===== src/shared/uart_core_pkg.sv =====
// Register map, field layout, reset values and timing constants of the serial core
package uart_core_pkg;

  localparam logic [7:0] OFF_CONFIG  = 8'h00;
  localparam logic [7:0] OFF_MODE    = 8'h10;
  localparam logic [7:0] OFF_CONTROL = 8'h30;
  localparam logic [7:0] OFF_BAUD    = 8'h50;
  localparam logic [7:0] OFF_DATA    = 8'h70;

  // Frame settings: transmit half at bit 0, receive half at CFG_RX_BASE
  localparam int CFG_START    = 0;
  localparam int CFG_PAR_EN   = 1;
  localparam int CFG_PAR_MD   = 2;
  localparam int CFG_STOP_EN  = 4;
  localparam int CFG_STOP_LEN = 5;
  localparam int CFG_LEN      = 8;
  localparam int CFG_RX_BASE  = 16;
  localparam logic [31:0] CONFIG_MASK  = 32'h077f_077f;
  localparam logic [31:0] CONFIG_RESET = 32'h0331_0331;

  localparam int MD_FULL_SLOW = 0;
  localparam int MD_BAUD_SLOW = 1;
  localparam int MD_FORCE     = 2;
  localparam int MD_RX_SW     = 3;
  localparam int MD_TX_SW     = 4;
  localparam int MD_CLK_DIV   = 8;
  localparam logic [31:0] MODE_MASK  = 32'h0000_031f;
  localparam logic [31:0] MODE_RESET = 32'h0000_0000;

  localparam int CTL_ERR_IE   = 0;
  localparam int CTL_AB_EN    = 1;
  localparam int CTL_IR_EN    = 2;
  localparam int CTL_PERR     = 4;
  localparam int CTL_FERR     = 5;
  localparam int CTL_OVR      = 6;
  localparam int CTL_TX_DONE  = 7;
  localparam int CTL_RX_VALID = 8;
  localparam int CTL_TX_FULL  = 9;
  localparam int CTL_TX_BUSY  = 10;
  localparam int CTL_RX_BUSY  = 11;

  localparam int BAUD_TX_POS = 16;
  localparam logic [15:0] BAUD_RESET = 16'h0010;

  localparam logic [1:0] DIV_BY1 = 2'h0;
  localparam logic [1:0] DIV_BY2 = 2'h1;
  localparam logic [1:0] DIV_BY4 = 2'h2;

  // Slow clock: phase accumulator adds two per bit (half-bit ticks), wraps at the clock rate
  localparam logic [16:0] SLOW_CLOCK_HZ = 17'h08000;
  localparam logic [15:0] HALF_INC_9600 = 16'h4b00;
  localparam logic [15:0] HALF_INC_4800 = 16'h2580;
  localparam logic [15:0] HALF_INC_2400 = 16'h12c0;
  localparam logic [15:0] HALF_INC_1200 = 16'h0960;
  localparam logic [1:0]  SEL_1200 = 2'h0;
  localparam logic [1:0]  SEL_9600 = 2'h1;
  localparam logic [1:0]  SEL_4800 = 2'h2;

  localparam int AB_SHIFT_NORMAL = 4;
  localparam int AB_SHIFT_IR     = 7;
  localparam logic [3:0] AB_LAST_EDGE = 4'h7;
  localparam logic [3:0] AB_FIRST_BIT = 4'h7;

  typedef enum logic [1:0] {PAR_ODD, PAR_EVEN, PAR_ONE, PAR_ZERO} parity_mode_t;
  typedef enum logic [2:0] {TX_IDLE, TX_START, TX_DATA, TX_PAR, TX_STOP} tx_state_t;
  typedef enum logic [2:0] {RX_IDLE, RX_DETECT, RX_START, RX_DATA, RX_PAR, RX_STOP} rx_state_t;

endpackage


===== src/hw/low_power_uart_core.sv =====
// Serial transmitter and receiver with APB registers, slow-clock baud and auto-baud
`timescale 1ns/100ps

module low_power_uart_core #(
  parameter int ADDR_W = 8
) (
  input  wire logic              sys_clk,
  input  wire logic              rst,
  input  wire logic              clk_en,
  input  wire logic              slow_timer_clock,
  input  wire logic              psel,
  input  wire logic              penable,
  input  wire logic              pwrite,
  input  wire logic [ADDR_W-1:0] paddr,
  input  wire logic [31:0]       pwdata,
  output logic      [31:0]       prdata,
  output logic                   pready,
  output logic                   pslverr,
  input  wire logic              rx_line,
  output logic                   tx_line,
  output logic                   rx_error_event
);

  localparam int TXC = 0;
  localparam int RXC = 1;

  function automatic logic [3:0] data_bits(input logic [2:0] code);
    data_bits = (code > 3'h4) ? 4'h9 : 4'(code) + 4'h5;
  endfunction

  function automatic logic [2:0] stop_halves(input logic [1:0] len, input logic slow);
    stop_halves = slow ? (len[1] ? 3'h4 : 3'h2) : 3'(len) + 3'h1;
  endfunction

  function automatic logic par_bit(input logic [1:0] md, input logic [8:0] d);
    case (uart_core_pkg::parity_mode_t'(md))
      uart_core_pkg::PAR_ODD:  par_bit = ~(^d);
      uart_core_pkg::PAR_EVEN: par_bit = ^d;
      uart_core_pkg::PAR_ONE:  par_bit = 1'b1;
      default:                 par_bit = 1'b0;
    endcase
  endfunction

  logic [31:0] cfg_r;
  logic [31:0] mode_r;
  logic [15:0] rx_div_r;
  logic [15:0] tx_div_r;
  logic        err_ie_r;
  logic        ab_en_r;
  logic        ir_en_r;
  logic        perr_r;
  logic        ferr_r;
  logic        ovr_r;
  logic        tx_done_r;
  logic [31:0] prdata_r;
  logic [1:0]  mdiv_r;
  logic        slow_cur_r;
  logic        slow_prev_r;
  logic [8:0]  tx_hold_r;
  logic        tx_full_r;
  logic [8:0]  tx_shift_r;
  logic        tx_par_r;
  logic [3:0]  tx_bit_r;
  logic [2:0]  tx_half_r;
  logic        tx_line_r;
  logic [8:0]  rx_data_r;
  logic        rx_valid_r;
  logic [8:0]  rx_shift_r;
  logic [3:0]  rx_bit_r;
  logic [2:0]  rx_half_r;
  logic        rx_prev_r;
  logic [23:0] ab_cnt_r;
  logic [3:0]  ab_edges_r;
  uart_core_pkg::tx_state_t tx_state_r;
  uart_core_pkg::tx_state_t tx_next;
  uart_core_pkg::rx_state_t rx_state_r;
  uart_core_pkg::rx_state_t rx_next;
  logic        tx_line_nxt;

  // Bus decode
  wire access   = psel & penable;
  wire rd_setup = psel & ~penable & ~pwrite;
  wire [7:0] a8 = 8'(paddr);
  wire hit_cfg  = (a8 == uart_core_pkg::OFF_CONFIG);
  wire hit_mode = (a8 == uart_core_pkg::OFF_MODE);
  wire hit_ctl  = (a8 == uart_core_pkg::OFF_CONTROL);
  wire hit_baud = (a8 == uart_core_pkg::OFF_BAUD);
  wire hit_data = (a8 == uart_core_pkg::OFF_DATA);
  wire mapped   = hit_cfg | hit_mode | hit_ctl | hit_baud | hit_data;
  wire wr_ok    = clk_en & access & pwrite & mapped;
  wire pop      = clk_en & access & ~pwrite & hit_data;
  wire push     = wr_ok & hit_data & ~tx_full_r;

  // Configuration fields
  wire [15:0] tcfg = cfg_r[15:0];
  wire [15:0] rcfg = cfg_r[uart_core_pkg::CFG_RX_BASE +: 16];
  wire tx_start_en = tcfg[uart_core_pkg::CFG_START];
  wire tx_par_en   = tcfg[uart_core_pkg::CFG_PAR_EN];
  wire tx_stop_en  = tcfg[uart_core_pkg::CFG_STOP_EN];
  wire rx_start_en = rcfg[uart_core_pkg::CFG_START];
  wire rx_par_en   = rcfg[uart_core_pkg::CFG_PAR_EN];
  wire rx_stop_en  = rcfg[uart_core_pkg::CFG_STOP_EN];
  wire [1:0] tx_par_md = tcfg[uart_core_pkg::CFG_PAR_MD +: 2];
  wire [1:0] rx_par_md = rcfg[uart_core_pkg::CFG_PAR_MD +: 2];
  wire [3:0] tx_bits   = data_bits(tcfg[uart_core_pkg::CFG_LEN +: 3]);
  wire [3:0] rx_bits   = data_bits(rcfg[uart_core_pkg::CFG_LEN +: 3]);
  wire [8:0] tx_mask   = ~(9'h1ff << tx_bits);
  wire [8:0] rx_mask   = ~(9'h1ff << rx_bits);

  wire full_slow  = mode_r[uart_core_pkg::MD_FULL_SLOW];
  wire slow_mode  = full_slow | mode_r[uart_core_pkg::MD_BAUD_SLOW];
  wire force_clk  = mode_r[uart_core_pkg::MD_FORCE];
  wire [1:0] cdiv = mode_r[uart_core_pkg::MD_CLK_DIV +: 2];

  // Module clock tick from the bus clock
  wire mod_tick = (cdiv == uart_core_pkg::DIV_BY1) ? 1'b1 :
                  (cdiv == uart_core_pkg::DIV_BY2) ? mdiv_r[0] : (mdiv_r == 2'h3);

  // Slow clock: every cycle when the bus runs from it, else its rising edge
  wire slow_tick = full_slow ? 1'b1 : (slow_cur_r & ~slow_prev_r);

  // Channel clock source: an event with auto switch hands the channel to the bus clock
  wire rx_pending = rx_valid_r | perr_r | ferr_r | ovr_r;
  wire [1:0] ch_slow;
  assign ch_slow[TXC] = slow_mode & ~(mode_r[uart_core_pkg::MD_TX_SW] & tx_done_r);
  assign ch_slow[RXC] = slow_mode & ~(mode_r[uart_core_pkg::MD_RX_SW] & rx_pending);

  wire [15:0] ch_div [2];
  assign ch_div[TXC] = tx_div_r;
  assign ch_div[RXC] = rx_div_r;
  wire [1:0] ch_run;
  assign ch_run[TXC] = force_clk | (tx_state_r != uart_core_pkg::TX_IDLE);
  assign ch_run[RXC] = force_clk | (rx_state_r != uart_core_pkg::RX_IDLE);
  wire [1:0] ch_restart;
  wire [1:0] half_tick;

  genvar g;
  generate
    for (g = 0; g < 2; g++) begin : gen_baud
      logic [15:0] cnt_r;
      logic [15:0] acc_r;
      logic [15:0] inc;
      wire  [15:0] lim     = (ch_div[g] == 16'h0) ? 16'h1 : ch_div[g];
      wire  [15:0] cnt_inc = cnt_r + 16'h1;
      wire         cnt_hit = (cnt_inc >= lim);
      wire  [16:0] acc_sum = {1'b0, acc_r} + {1'b0, inc};
      wire         acc_hit = (acc_sum >= uart_core_pkg::SLOW_CLOCK_HZ);
      always_comb begin
        unique case (ch_div[g][1:0])
          uart_core_pkg::SEL_1200: inc = uart_core_pkg::HALF_INC_1200;
          uart_core_pkg::SEL_9600: inc = uart_core_pkg::HALF_INC_9600;
          uart_core_pkg::SEL_4800: inc = uart_core_pkg::HALF_INC_4800;
          default:                 inc = uart_core_pkg::HALF_INC_2400;
        endcase
      end
      // Half-bit tick: divisor module clocks, or phase wrap of the gated slow clock
      assign half_tick[g] = ch_slow[g] ? (slow_tick & ch_run[g] & acc_hit)
                                       : (mod_tick & cnt_hit);
      always_ff @(posedge sys_clk or posedge rst) begin
        if (rst) begin
          cnt_r <= 16'h0;
          acc_r <= 16'h0;
        end else if (clk_en) begin
          if (ch_restart[g]) begin
            cnt_r <= 16'h0;
            acc_r <= 16'h0;
          end else begin
            if (mod_tick)
              cnt_r <= cnt_hit ? 16'h0 : cnt_inc;
            if (slow_tick & ch_run[g])
              acc_r <= acc_hit ? 16'(acc_sum - uart_core_pkg::SLOW_CLOCK_HZ) : acc_sum[15:0];
          end
        end
      end
    end
  endgenerate

  // Transmitter sequencing
  wire tx_last = (tx_bit_r == tx_bits - 4'h1);
  wire tx_step = (tx_state_r == uart_core_pkg::TX_IDLE) ? tx_full_r
                                                       : (half_tick[TXC] & (tx_half_r == 3'h1));
  wire tx_done_evt = tx_step & (tx_state_r != uart_core_pkg::TX_IDLE) &
                     (tx_next == uart_core_pkg::TX_IDLE);
  assign ch_restart[TXC] = tx_step & (tx_state_r == uart_core_pkg::TX_IDLE);

  always_comb begin
    tx_next = tx_state_r;
    unique case (tx_state_r)
      uart_core_pkg::TX_IDLE:
        tx_next = tx_start_en ? uart_core_pkg::TX_START : uart_core_pkg::TX_DATA;
      uart_core_pkg::TX_START: tx_next = uart_core_pkg::TX_DATA;
      uart_core_pkg::TX_DATA: begin
        if (tx_last)
          tx_next = tx_par_en ? uart_core_pkg::TX_PAR :
                    tx_stop_en ? uart_core_pkg::TX_STOP : uart_core_pkg::TX_IDLE;
      end
      uart_core_pkg::TX_PAR:
        tx_next = tx_stop_en ? uart_core_pkg::TX_STOP : uart_core_pkg::TX_IDLE;
      uart_core_pkg::TX_STOP: tx_next = uart_core_pkg::TX_IDLE;
    endcase
  end

  always_comb begin
    unique case (tx_next)
      uart_core_pkg::TX_START: tx_line_nxt = 1'b0;
      uart_core_pkg::TX_DATA: begin
        if (tx_state_r == uart_core_pkg::TX_IDLE)
          tx_line_nxt = tx_hold_r[0];
        else if (tx_state_r == uart_core_pkg::TX_DATA)
          tx_line_nxt = tx_shift_r[1];
        else
          tx_line_nxt = tx_shift_r[0];
      end
      uart_core_pkg::TX_PAR: tx_line_nxt = tx_par_r;
      default:               tx_line_nxt = 1'b1;
    endcase
  end

  always_ff @(posedge sys_clk or posedge rst) begin
    if (rst) begin
      tx_state_r <= uart_core_pkg::TX_IDLE;
      tx_line_r  <= 1'b1;
      tx_shift_r <= 9'h0;
      tx_par_r   <= 1'b0;
      tx_bit_r   <= 4'h0;
      tx_half_r  <= 3'h2;
    end else if (clk_en) begin
      if (tx_step) begin
        tx_state_r <= tx_next;
        tx_line_r  <= tx_line_nxt;
        tx_half_r  <= (tx_next == uart_core_pkg::TX_STOP) ?
                      stop_halves(tcfg[uart_core_pkg::CFG_STOP_LEN +: 2], ch_slow[TXC]) : 3'h2;
        if (tx_state_r == uart_core_pkg::TX_IDLE) begin
          tx_shift_r <= tx_hold_r & tx_mask;
          tx_par_r   <= par_bit(tx_par_md, tx_hold_r & tx_mask);
          tx_bit_r   <= 4'h0;
        end else if (tx_state_r == uart_core_pkg::TX_DATA && tx_next == uart_core_pkg::TX_DATA) begin
          tx_shift_r <= tx_shift_r >> 1;
          tx_bit_r   <= tx_bit_r + 4'h1;
        end
      end else if (half_tick[TXC] && tx_state_r != uart_core_pkg::TX_IDLE) begin
        tx_half_r <= tx_half_r - 3'h1;
      end
    end
  end

  // Receiver sequencing
  wire rx_edge   = (rx_line != rx_prev_r);
  wire rx_fall   = rx_prev_r & ~rx_line;
  wire rx_ir     = ir_en_r & ~slow_mode;
  wire ab_active = ab_en_r & ~slow_mode & rx_start_en;
  wire rx_idle   = (rx_state_r == uart_core_pkg::RX_IDLE);
  wire rx_detect = (rx_state_r == uart_core_pkg::RX_DETECT);
  wire rx_sample = ~rx_idle & ~rx_detect & half_tick[RXC] & (rx_half_r == 3'h1);
  wire rx_trig   = rx_start_en ? rx_fall : rx_edge;
  wire ab_load   = rx_detect & rx_edge & (ab_edges_r == uart_core_pkg::AB_LAST_EDGE);
  wire rx_step   = rx_idle ? rx_trig : (rx_detect ? ab_load : rx_sample);
  wire rx_last   = (rx_bit_r == rx_bits - 4'h1);
  wire rx_finish = rx_sample & (rx_next == uart_core_pkg::RX_IDLE) &
                   (rx_state_r != uart_core_pkg::RX_START);
  wire [8:0]  rx_word = rx_shift_r & rx_mask;
  wire [23:0] ab_quot = rx_ir ? (ab_cnt_r >> uart_core_pkg::AB_SHIFT_IR)
                              : (ab_cnt_r >> uart_core_pkg::AB_SHIFT_NORMAL);
  wire ab_ovf   = (|ab_quot[23:16]) | (&ab_cnt_r);
  wire perr_evt = rx_sample & (rx_state_r == uart_core_pkg::RX_PAR) &
                  (rx_line != par_bit(rx_par_md, rx_word));
  wire ferr_evt = (rx_sample & (rx_state_r == uart_core_pkg::RX_STOP) & ~rx_line) |
                  (ab_load & ab_ovf);
  wire ovr_evt  = rx_finish & rx_valid_r & ~pop;
  assign ch_restart[RXC] = rx_step & (rx_idle | rx_detect);

  always_comb begin
    rx_next = rx_state_r;
    unique case (rx_state_r)
      uart_core_pkg::RX_IDLE:
        rx_next = ab_active ? uart_core_pkg::RX_DETECT :
                  rx_start_en ? uart_core_pkg::RX_START : uart_core_pkg::RX_DATA;
      uart_core_pkg::RX_DETECT: rx_next = uart_core_pkg::RX_DATA;
      uart_core_pkg::RX_START:
        rx_next = rx_line ? uart_core_pkg::RX_IDLE : uart_core_pkg::RX_DATA;
      uart_core_pkg::RX_DATA: begin
        if (rx_last)
          rx_next = rx_par_en ? uart_core_pkg::RX_PAR :
                    rx_stop_en ? uart_core_pkg::RX_STOP : uart_core_pkg::RX_IDLE;
      end
      uart_core_pkg::RX_PAR:
        rx_next = rx_stop_en ? uart_core_pkg::RX_STOP : uart_core_pkg::RX_IDLE;
      uart_core_pkg::RX_STOP: rx_next = uart_core_pkg::RX_IDLE;
    endcase
  end

  always_ff @(posedge sys_clk or posedge rst) begin
    if (rst) begin
      rx_state_r <= uart_core_pkg::RX_IDLE;
      rx_shift_r <= 9'h0;
      rx_bit_r   <= 4'h0;
      rx_half_r  <= 3'h1;
      rx_prev_r  <= 1'b1;
      ab_cnt_r   <= 24'h0;
      ab_edges_r <= 4'h0;
    end else if (clk_en) begin
      rx_prev_r <= rx_line;
      if (rx_step) begin
        rx_state_r <= rx_next;
        if (rx_idle || rx_detect)
          rx_half_r <= 3'h1;
        else if (rx_next == uart_core_pkg::RX_STOP)
          rx_half_r <= (stop_halves(rcfg[uart_core_pkg::CFG_STOP_LEN +: 2], ch_slow[RXC]) == 3'h1) ?
                       3'h1 : 3'h2;
        else
          rx_half_r <= 3'h2;
        if (rx_idle) begin
          rx_bit_r   <= 4'h0;
          // The start edge cycle counts, so the span covers both leading edges
          ab_cnt_r   <= 24'(mod_tick);
          ab_edges_r <= 4'h0;
        end else if (rx_detect) begin
          rx_shift_r[6] <= rx_prev_r;
          rx_bit_r      <= uart_core_pkg::AB_FIRST_BIT;
        end else if (rx_state_r == uart_core_pkg::RX_DATA) begin
          rx_shift_r[rx_bit_r] <= rx_line;
          rx_bit_r             <= rx_bit_r + 4'h1;
        end
      end else if (rx_detect) begin
        if (mod_tick && !(&ab_cnt_r))
          ab_cnt_r <= ab_cnt_r + 24'h1;
        if (rx_edge) begin
          ab_edges_r <= ab_edges_r + 4'h1;
          if (ab_edges_r != 4'h0)
            rx_shift_r[ab_edges_r - 4'h1] <= rx_prev_r;
        end
      end else if (half_tick[RXC] && !rx_idle) begin
        rx_half_r <= rx_half_r - 3'h1;
      end
    end
  end

  // Register file, holding words and sticky flags
  always_ff @(posedge sys_clk or posedge rst) begin
    if (rst) begin
      cfg_r       <= uart_core_pkg::CONFIG_RESET;
      mode_r      <= uart_core_pkg::MODE_RESET;
      rx_div_r    <= uart_core_pkg::BAUD_RESET;
      tx_div_r    <= uart_core_pkg::BAUD_RESET;
      err_ie_r    <= 1'b0;
      ab_en_r     <= 1'b0;
      ir_en_r     <= 1'b0;
      perr_r      <= 1'b0;
      ferr_r      <= 1'b0;
      ovr_r       <= 1'b0;
      tx_done_r   <= 1'b0;
      tx_hold_r   <= 9'h0;
      tx_full_r   <= 1'b0;
      rx_data_r   <= 9'h0;
      rx_valid_r  <= 1'b0;
      mdiv_r      <= 2'h0;
      slow_cur_r  <= 1'b0;
      slow_prev_r <= 1'b0;
    end else if (clk_en) begin
      mdiv_r      <= mdiv_r + 2'h1;
      slow_cur_r  <= slow_timer_clock;
      slow_prev_r <= slow_cur_r;
      if (wr_ok && hit_cfg)
        cfg_r <= pwdata & uart_core_pkg::CONFIG_MASK;
      if (wr_ok && hit_mode)
        mode_r <= pwdata & uart_core_pkg::MODE_MASK;
      if (wr_ok && hit_baud)
        tx_div_r <= pwdata[uart_core_pkg::BAUD_TX_POS +: 16];
      if (ab_load)
        rx_div_r <= ab_quot[15:0];
      else if (wr_ok && hit_baud)
        rx_div_r <= pwdata[15:0];
      if (ab_load)
        ab_en_r <= 1'b0;
      else if (wr_ok && hit_ctl)
        ab_en_r <= pwdata[uart_core_pkg::CTL_AB_EN];
      if (wr_ok && hit_ctl) begin
        err_ie_r <= pwdata[uart_core_pkg::CTL_ERR_IE];
        ir_en_r  <= pwdata[uart_core_pkg::CTL_IR_EN];
      end
      perr_r <= perr_evt | (perr_r & ~(wr_ok & hit_ctl & pwdata[uart_core_pkg::CTL_PERR]));
      ferr_r <= ferr_evt | (ferr_r & ~(wr_ok & hit_ctl & pwdata[uart_core_pkg::CTL_FERR]));
      ovr_r  <= ovr_evt | (ovr_r & ~(wr_ok & hit_ctl & pwdata[uart_core_pkg::CTL_OVR]));
      tx_done_r <= tx_done_evt |
                   (tx_done_r & ~(wr_ok & hit_ctl & pwdata[uart_core_pkg::CTL_TX_DONE]));
      if (push)
        tx_hold_r <= pwdata[8:0];
      tx_full_r <= push | (tx_full_r & ~ch_restart[TXC]);
      if (rx_finish && !(rx_valid_r && !pop))
        rx_data_r <= rx_word;
      rx_valid_r <= (rx_finish & ~(rx_valid_r & ~pop)) | (rx_valid_r & ~pop);
    end
  end

  wire [31:0] ctl_rd = {20'h0,
                        rx_state_r != uart_core_pkg::RX_IDLE,
                        tx_state_r != uart_core_pkg::TX_IDLE,
                        tx_full_r, rx_valid_r, tx_done_r, ovr_r, ferr_r, perr_r,
                        1'b0, ir_en_r, ab_en_r, err_ie_r};
  wire [31:0] rd_mux = hit_cfg  ? cfg_r :
                       hit_mode ? mode_r :
                       hit_ctl  ? ctl_rd :
                       hit_baud ? {tx_div_r, rx_div_r} :
                       hit_data ? {23'h0, rx_data_r} : 32'h0;

  always_ff @(posedge sys_clk or posedge rst) begin
    if (rst)
      prdata_r <= 32'h0;
    else if (clk_en && rd_setup)
      prdata_r <= rd_mux;
  end

  assign prdata         = prdata_r;
  assign pready         = clk_en;
  assign pslverr        = access & ~mapped;
  assign tx_line        = tx_line_r;
  assign rx_error_event = err_ie_r & (perr_r | ferr_r | ovr_r);

endmodule


===== config.mk =====
export PLATFORM = sky130hd
export DESIGN_NAME = low_power_uart_core
export DESIGN_NICKNAME = d
export VERILOG_FILES = /design/src/shared/uart_core_pkg.sv /design/src/hw/low_power_uart_core.sv
export SDC_FILE = /design/constraint.sdc
export NUM_CORES = 1
export LEC_CHECK = 0
export BUFFER_PORTS_ARGS = -buffer_cell sky130_fd_sc_hd__buf_4
export CAP_MARGIN = 30
export CELL_PAD_IN_SITES_DETAIL_PLACEMENT = 0
export CELL_PAD_IN_SITES_GLOBAL_PLACEMENT = 1
export CORE_MARGIN = 10
export CORE_UTILIZATION = 40
export DETAILED_ROUTE_END_ITERATION = 10
export MAX_ROUTING_LAYER = met4
export PLACE_DENSITY_LB_ADDON = 0.1
export SLEW_MARGIN = 5
export SYNTH_ARGS = -nofsm -noshare
export SYNTH_HDL_FRONTEND = slang
export SYNTH_SLANG_ARGS = --single-unit

===== constraint.sdc =====
create_clock -name sys_clk -period 8 [get_ports sys_clk]
set_input_delay 1.6 -clock sys_clk [delete_from_list [all_inputs] [get_ports sys_clk]]
set_output_delay 1.6 -clock sys_clk [all_outputs]
set_load 0.005 [all_outputs]

==> run_results.csv <==
group,metric,value,unit
status,status,"finished clean",
clock_network,clk_pin_slew_worst_paths,0.06,ns
timing,finalSetupTns,0,ns
clock_network,cts_tree,"built",
clock_network,cts_max_level,1,
synth,synth.distinct_cells,82,
detailed_routing,firstDrtPassIters,7,
worst_setup_path,cp-end-kind,"output pin",
timing,fmax,0.1963,GHz
synth,synth.largest_area_cell,"dfrtp_1",
synth,netlist_area,0.01519,mm2
clock_network,numCtsBuffers,30,
synth,synth-seq-cells,245,
global_routing,grt_max_degree,141,
detailed_routing,ant_nets,0,
timing,setup_ws,2.906,ns
floorplanning,core_area,0.03758,mm2
floorplanning,start_util,40.42,%
clock_network,cts-root-buf,"clkbuf_16",
floorplanning,rows,71,
finish,final_cell_mix,"229 x dfrtp_1, 208 x nand2_1, 156 x nor2_1",
timing,rsz0062_at_grt,"no",
hold_path,hold_depth,2,
clock_network,hold_buffers,0,
synth,syn_inst,1673,
timing,skew,0.02252,ns
detailed_routing,wire_per_inst,19.63,um
clock_network,cts_setup_buffers,0,
worst_setup_path,startpoint,"paddr[0]",
clock_network,clk_latency,0.57,ns
detailed_routing,routed_wl,44680,um
finish,area_delta_synth_final,14.42,%
synth,synth_edf_count,0,
finish,fin_nets,1879,
worst_setup_path,worst-r2r-setup-slack,3.45,ns
finish,drive_above_1_share,13.95,%
hold_path,holdCritStartpoint,"prdata[23]",
worst_setup_path,cpPeakStageDelay,0.50,ns
worst_setup_path,r2r_cells,16,
flow_run,maxCapViolations,0,
detailed_routing,num_vias,12480,
finish,n_fill_cell,3688,
synth,yosysTopAreaCellShare,37.73,%
timing,fin_crit_sh,63.68,%
worst_setup_path,crit_chain,"buf_4, or4_1, nor2_1, nand2_1, nor2_1, nor3_1, buf_4",
synth,synth.area.top_cells,"dfrtp_1 38%, ha_1 7.3%, nand2_1 5.1%",
synth,synth_fp_nets,1812,
power,powerDensity,238.4,mW/mm2
worst_setup_path,worst_path_max_delay_cell,"or4_1",
worst_setup_path,start_kind,"input port",
power,leakagePower,7.993,nW
floorplanning,dieArea,0.04616,mm2
synth,synth-main-ff-cell,"dfrtp_1",
global_routing,antenna_found_initial,1,
finish,final_common_cell,"dfrtp_1",
timing,layout_min_cycle_time,5.094,ns
global_routing,grt_pass1_vias,12290,
clock_network,ctsResizeCount,0,
synth,synth_warnings,0,
worst_setup_path,worst-path-buf-inv,2,
worst_setup_path,arrival,3.49,ns
power,ir_worst_vdd,0.0001440,V
timing,slew_viol_final,0,
placed_design,dp_slack,2.920,ns
synth,yosysSeqAreaShare,40.50,%
hold_path,min_to,"prdata[23]",
detailed_routing,vias_per_cell,5.482,
placed_design,globalplace.congestion,0.8592,
synth,syn_avg_cell_area,9.078,um2
clock_network,clock_path_buffers,3,
detailed_routing,drt-initial-drc-count,815,
timing,tightest_slew,0.9366,ns
placed_design,dpl.hpwl,33050,um
hold_path,min_path_type,"register to register",
clock_network,clock-sinks,245,
synth,async_reset_ff_share,100.0,%
global_routing,grt_first_pass_wirelength,71070,um
placed_design,port-buffer-count,83,
worst_setup_path,cp_data_required_time,6.40,ns
worst_setup_path,reg2reg_to,"rx_data_r[8]",
floorplanning,die_h,214.9,um
timing,hold_viol_final,0,
floorplanning,die_width,214.9,um
timing,finalSetupViolations,0,
detailed_routing,drc,0,
floorplanning,pin_count,84,
timing,slew_headroom,37.08,%
global_routing,grt_usage,19.54,%
worst_setup_path,cpLargestDelayFamily,"simple AND/OR/NAND/NOR gates",
global_routing,grt_overflow,0,
worst_setup_path,critPathKind,"input port to output pin",
worst_setup_path,crit_fanout,9,
worst_setup_path,crit-reg2reg-launch,"gen_baud[1].cnt_r[2]",
[synth_stat cells (13+ instances only)]
cell type  instances
o31ai_1           24
nand4_1           19
and3_1            23
nand2b_1          13
nor2_1           157
mux2_2            50
a32o_1            15
dfrtp_1          229
nand3_1           47
a221oi_1          13
mux2i_1           54
nor2b_1           18
inv_1            101
o21ai_0          133
clkbuf_1          54
a21o_1            20
ha_1              89
xor2_1            41
nor3_1            22
xnor2_1           51
nand2_1          208
a21oi_1           71
dfstp_2           16
[worst max-delay path by stage]
| stage | cells after the start | to | slack [ns] |
|---|---|---|---|
| 3_3_place_gp | 7 | pslverr | 2.33 |
| 5_1_grt | 7 | pslverr | 2.81 |
| 6_report | 7 | pslverr | 2.91 |
| 2_1_floorplan | 1 | ab_cnt_r[0] | 3.20 |
| 4_1_cts | 7 | pslverr | 2.93 |
| 3_5_place_dp | 7 | pslverr | 2.92 |
[registers in the layout (all words and copies together), names as in the netlist, 2 cells and up]
register / cells
rx_shift_r: 9
ab_edges_r: 4
gen_baud.cnt_r: 32
tx_hold_r: 9
tx_shift_r: 9
tx_bit_r: 4
rx_half_r: 3
tx_state_r: 3
gen_baud.acc_r: 22
cfg_r: 20
rx_bit_r: 4
mode_r: 7
ab_cnt_r: 24
rx_state_r: 3
mdiv_r: 2
prdata: 32
tx_half_r: 3
tx_div_r: 16
rx_data_r: 9
rx_div_r: 16
[worst register-to-register path: cells and delay by family (launching register included)]
kind,cells,cell delay [ns]
DFF,1,0.42
adders and majority gates,1,0.32
xor gates and xnor gates,1,0.16
AOI/OAI and AO/OA,4,0.99
muxes,1,0.37
and+or+nand+nor,9,2.18
[through the flow]
step | power [mW] | cells | hold slack (ns) | util, % | area [um2]
floorplan | 2.402 | 1673 | 0.4473 | - | 15190
global placement | 2.727 | 2211 | 0.4680 | 43.31 | 16270
detailed placement | 2.742 | 2216 | 0.4728 | 43.47 | 16330
CTS | 4.183 | 2272 | 0.4869 | 46.19 | 17360
global route | 4.397 | 2276 | 0.5070 | 46.25 | 17380
finish | 4.143 | 2276 | 0.4838 | 46.25 | 17380
[logic make-up (layout without fill, tap and decap cells)]
family | count (synthesis) | count (layout) | share of synthesized area, %
xor+xnor | 92 | 92 | 5.305
mux | 110 | 110 | 7.711
simple gates | 569 | 569 | 17.21
flops | 245 | 245 | 40.50
buf+inv | 172 | 263 | 4.613
other cells | 0 | 1 | 0
fa+ha+maj | 91 | 91 | 7.595
compound gates | 394 | 394 | 17.07
[layer usage]
layer	track usage, %	share of wire, %	vias up
met3	2.570	4.2	63
li1	-	-	6047
met5	-	0	-
met2	29.56	45	262
met1	27.42	49	6105
met4	4.160	2.2	0
[cell type report]
cell class                      instances  area (um2)  share of cell area (%)
Multi-Input combinational cell       1256        8353                   48.06
Sequential cell                       245        6151                   35.39
Clock buffer                           45       888.4                   5.112
Timing Repair Buffer                  106       829.5                   4.773
Tap cell                              511       639.4                   3.679
Inverter                              101       382.9                   2.203
Clock inverter                         11       132.6                  0.7631
Antenna cell                            1       2.502                 0.01440
[where the power goes]
part	leakage [nW]	switching (mW)	internal [mW]
Combinational	4.40	0.662	0.487
Clock	0.505	0.558	0.859
Sequential	3.09	0.189	1.39
Total	7.99	1.41	2.73
Power figures use the tool's default switching activity.
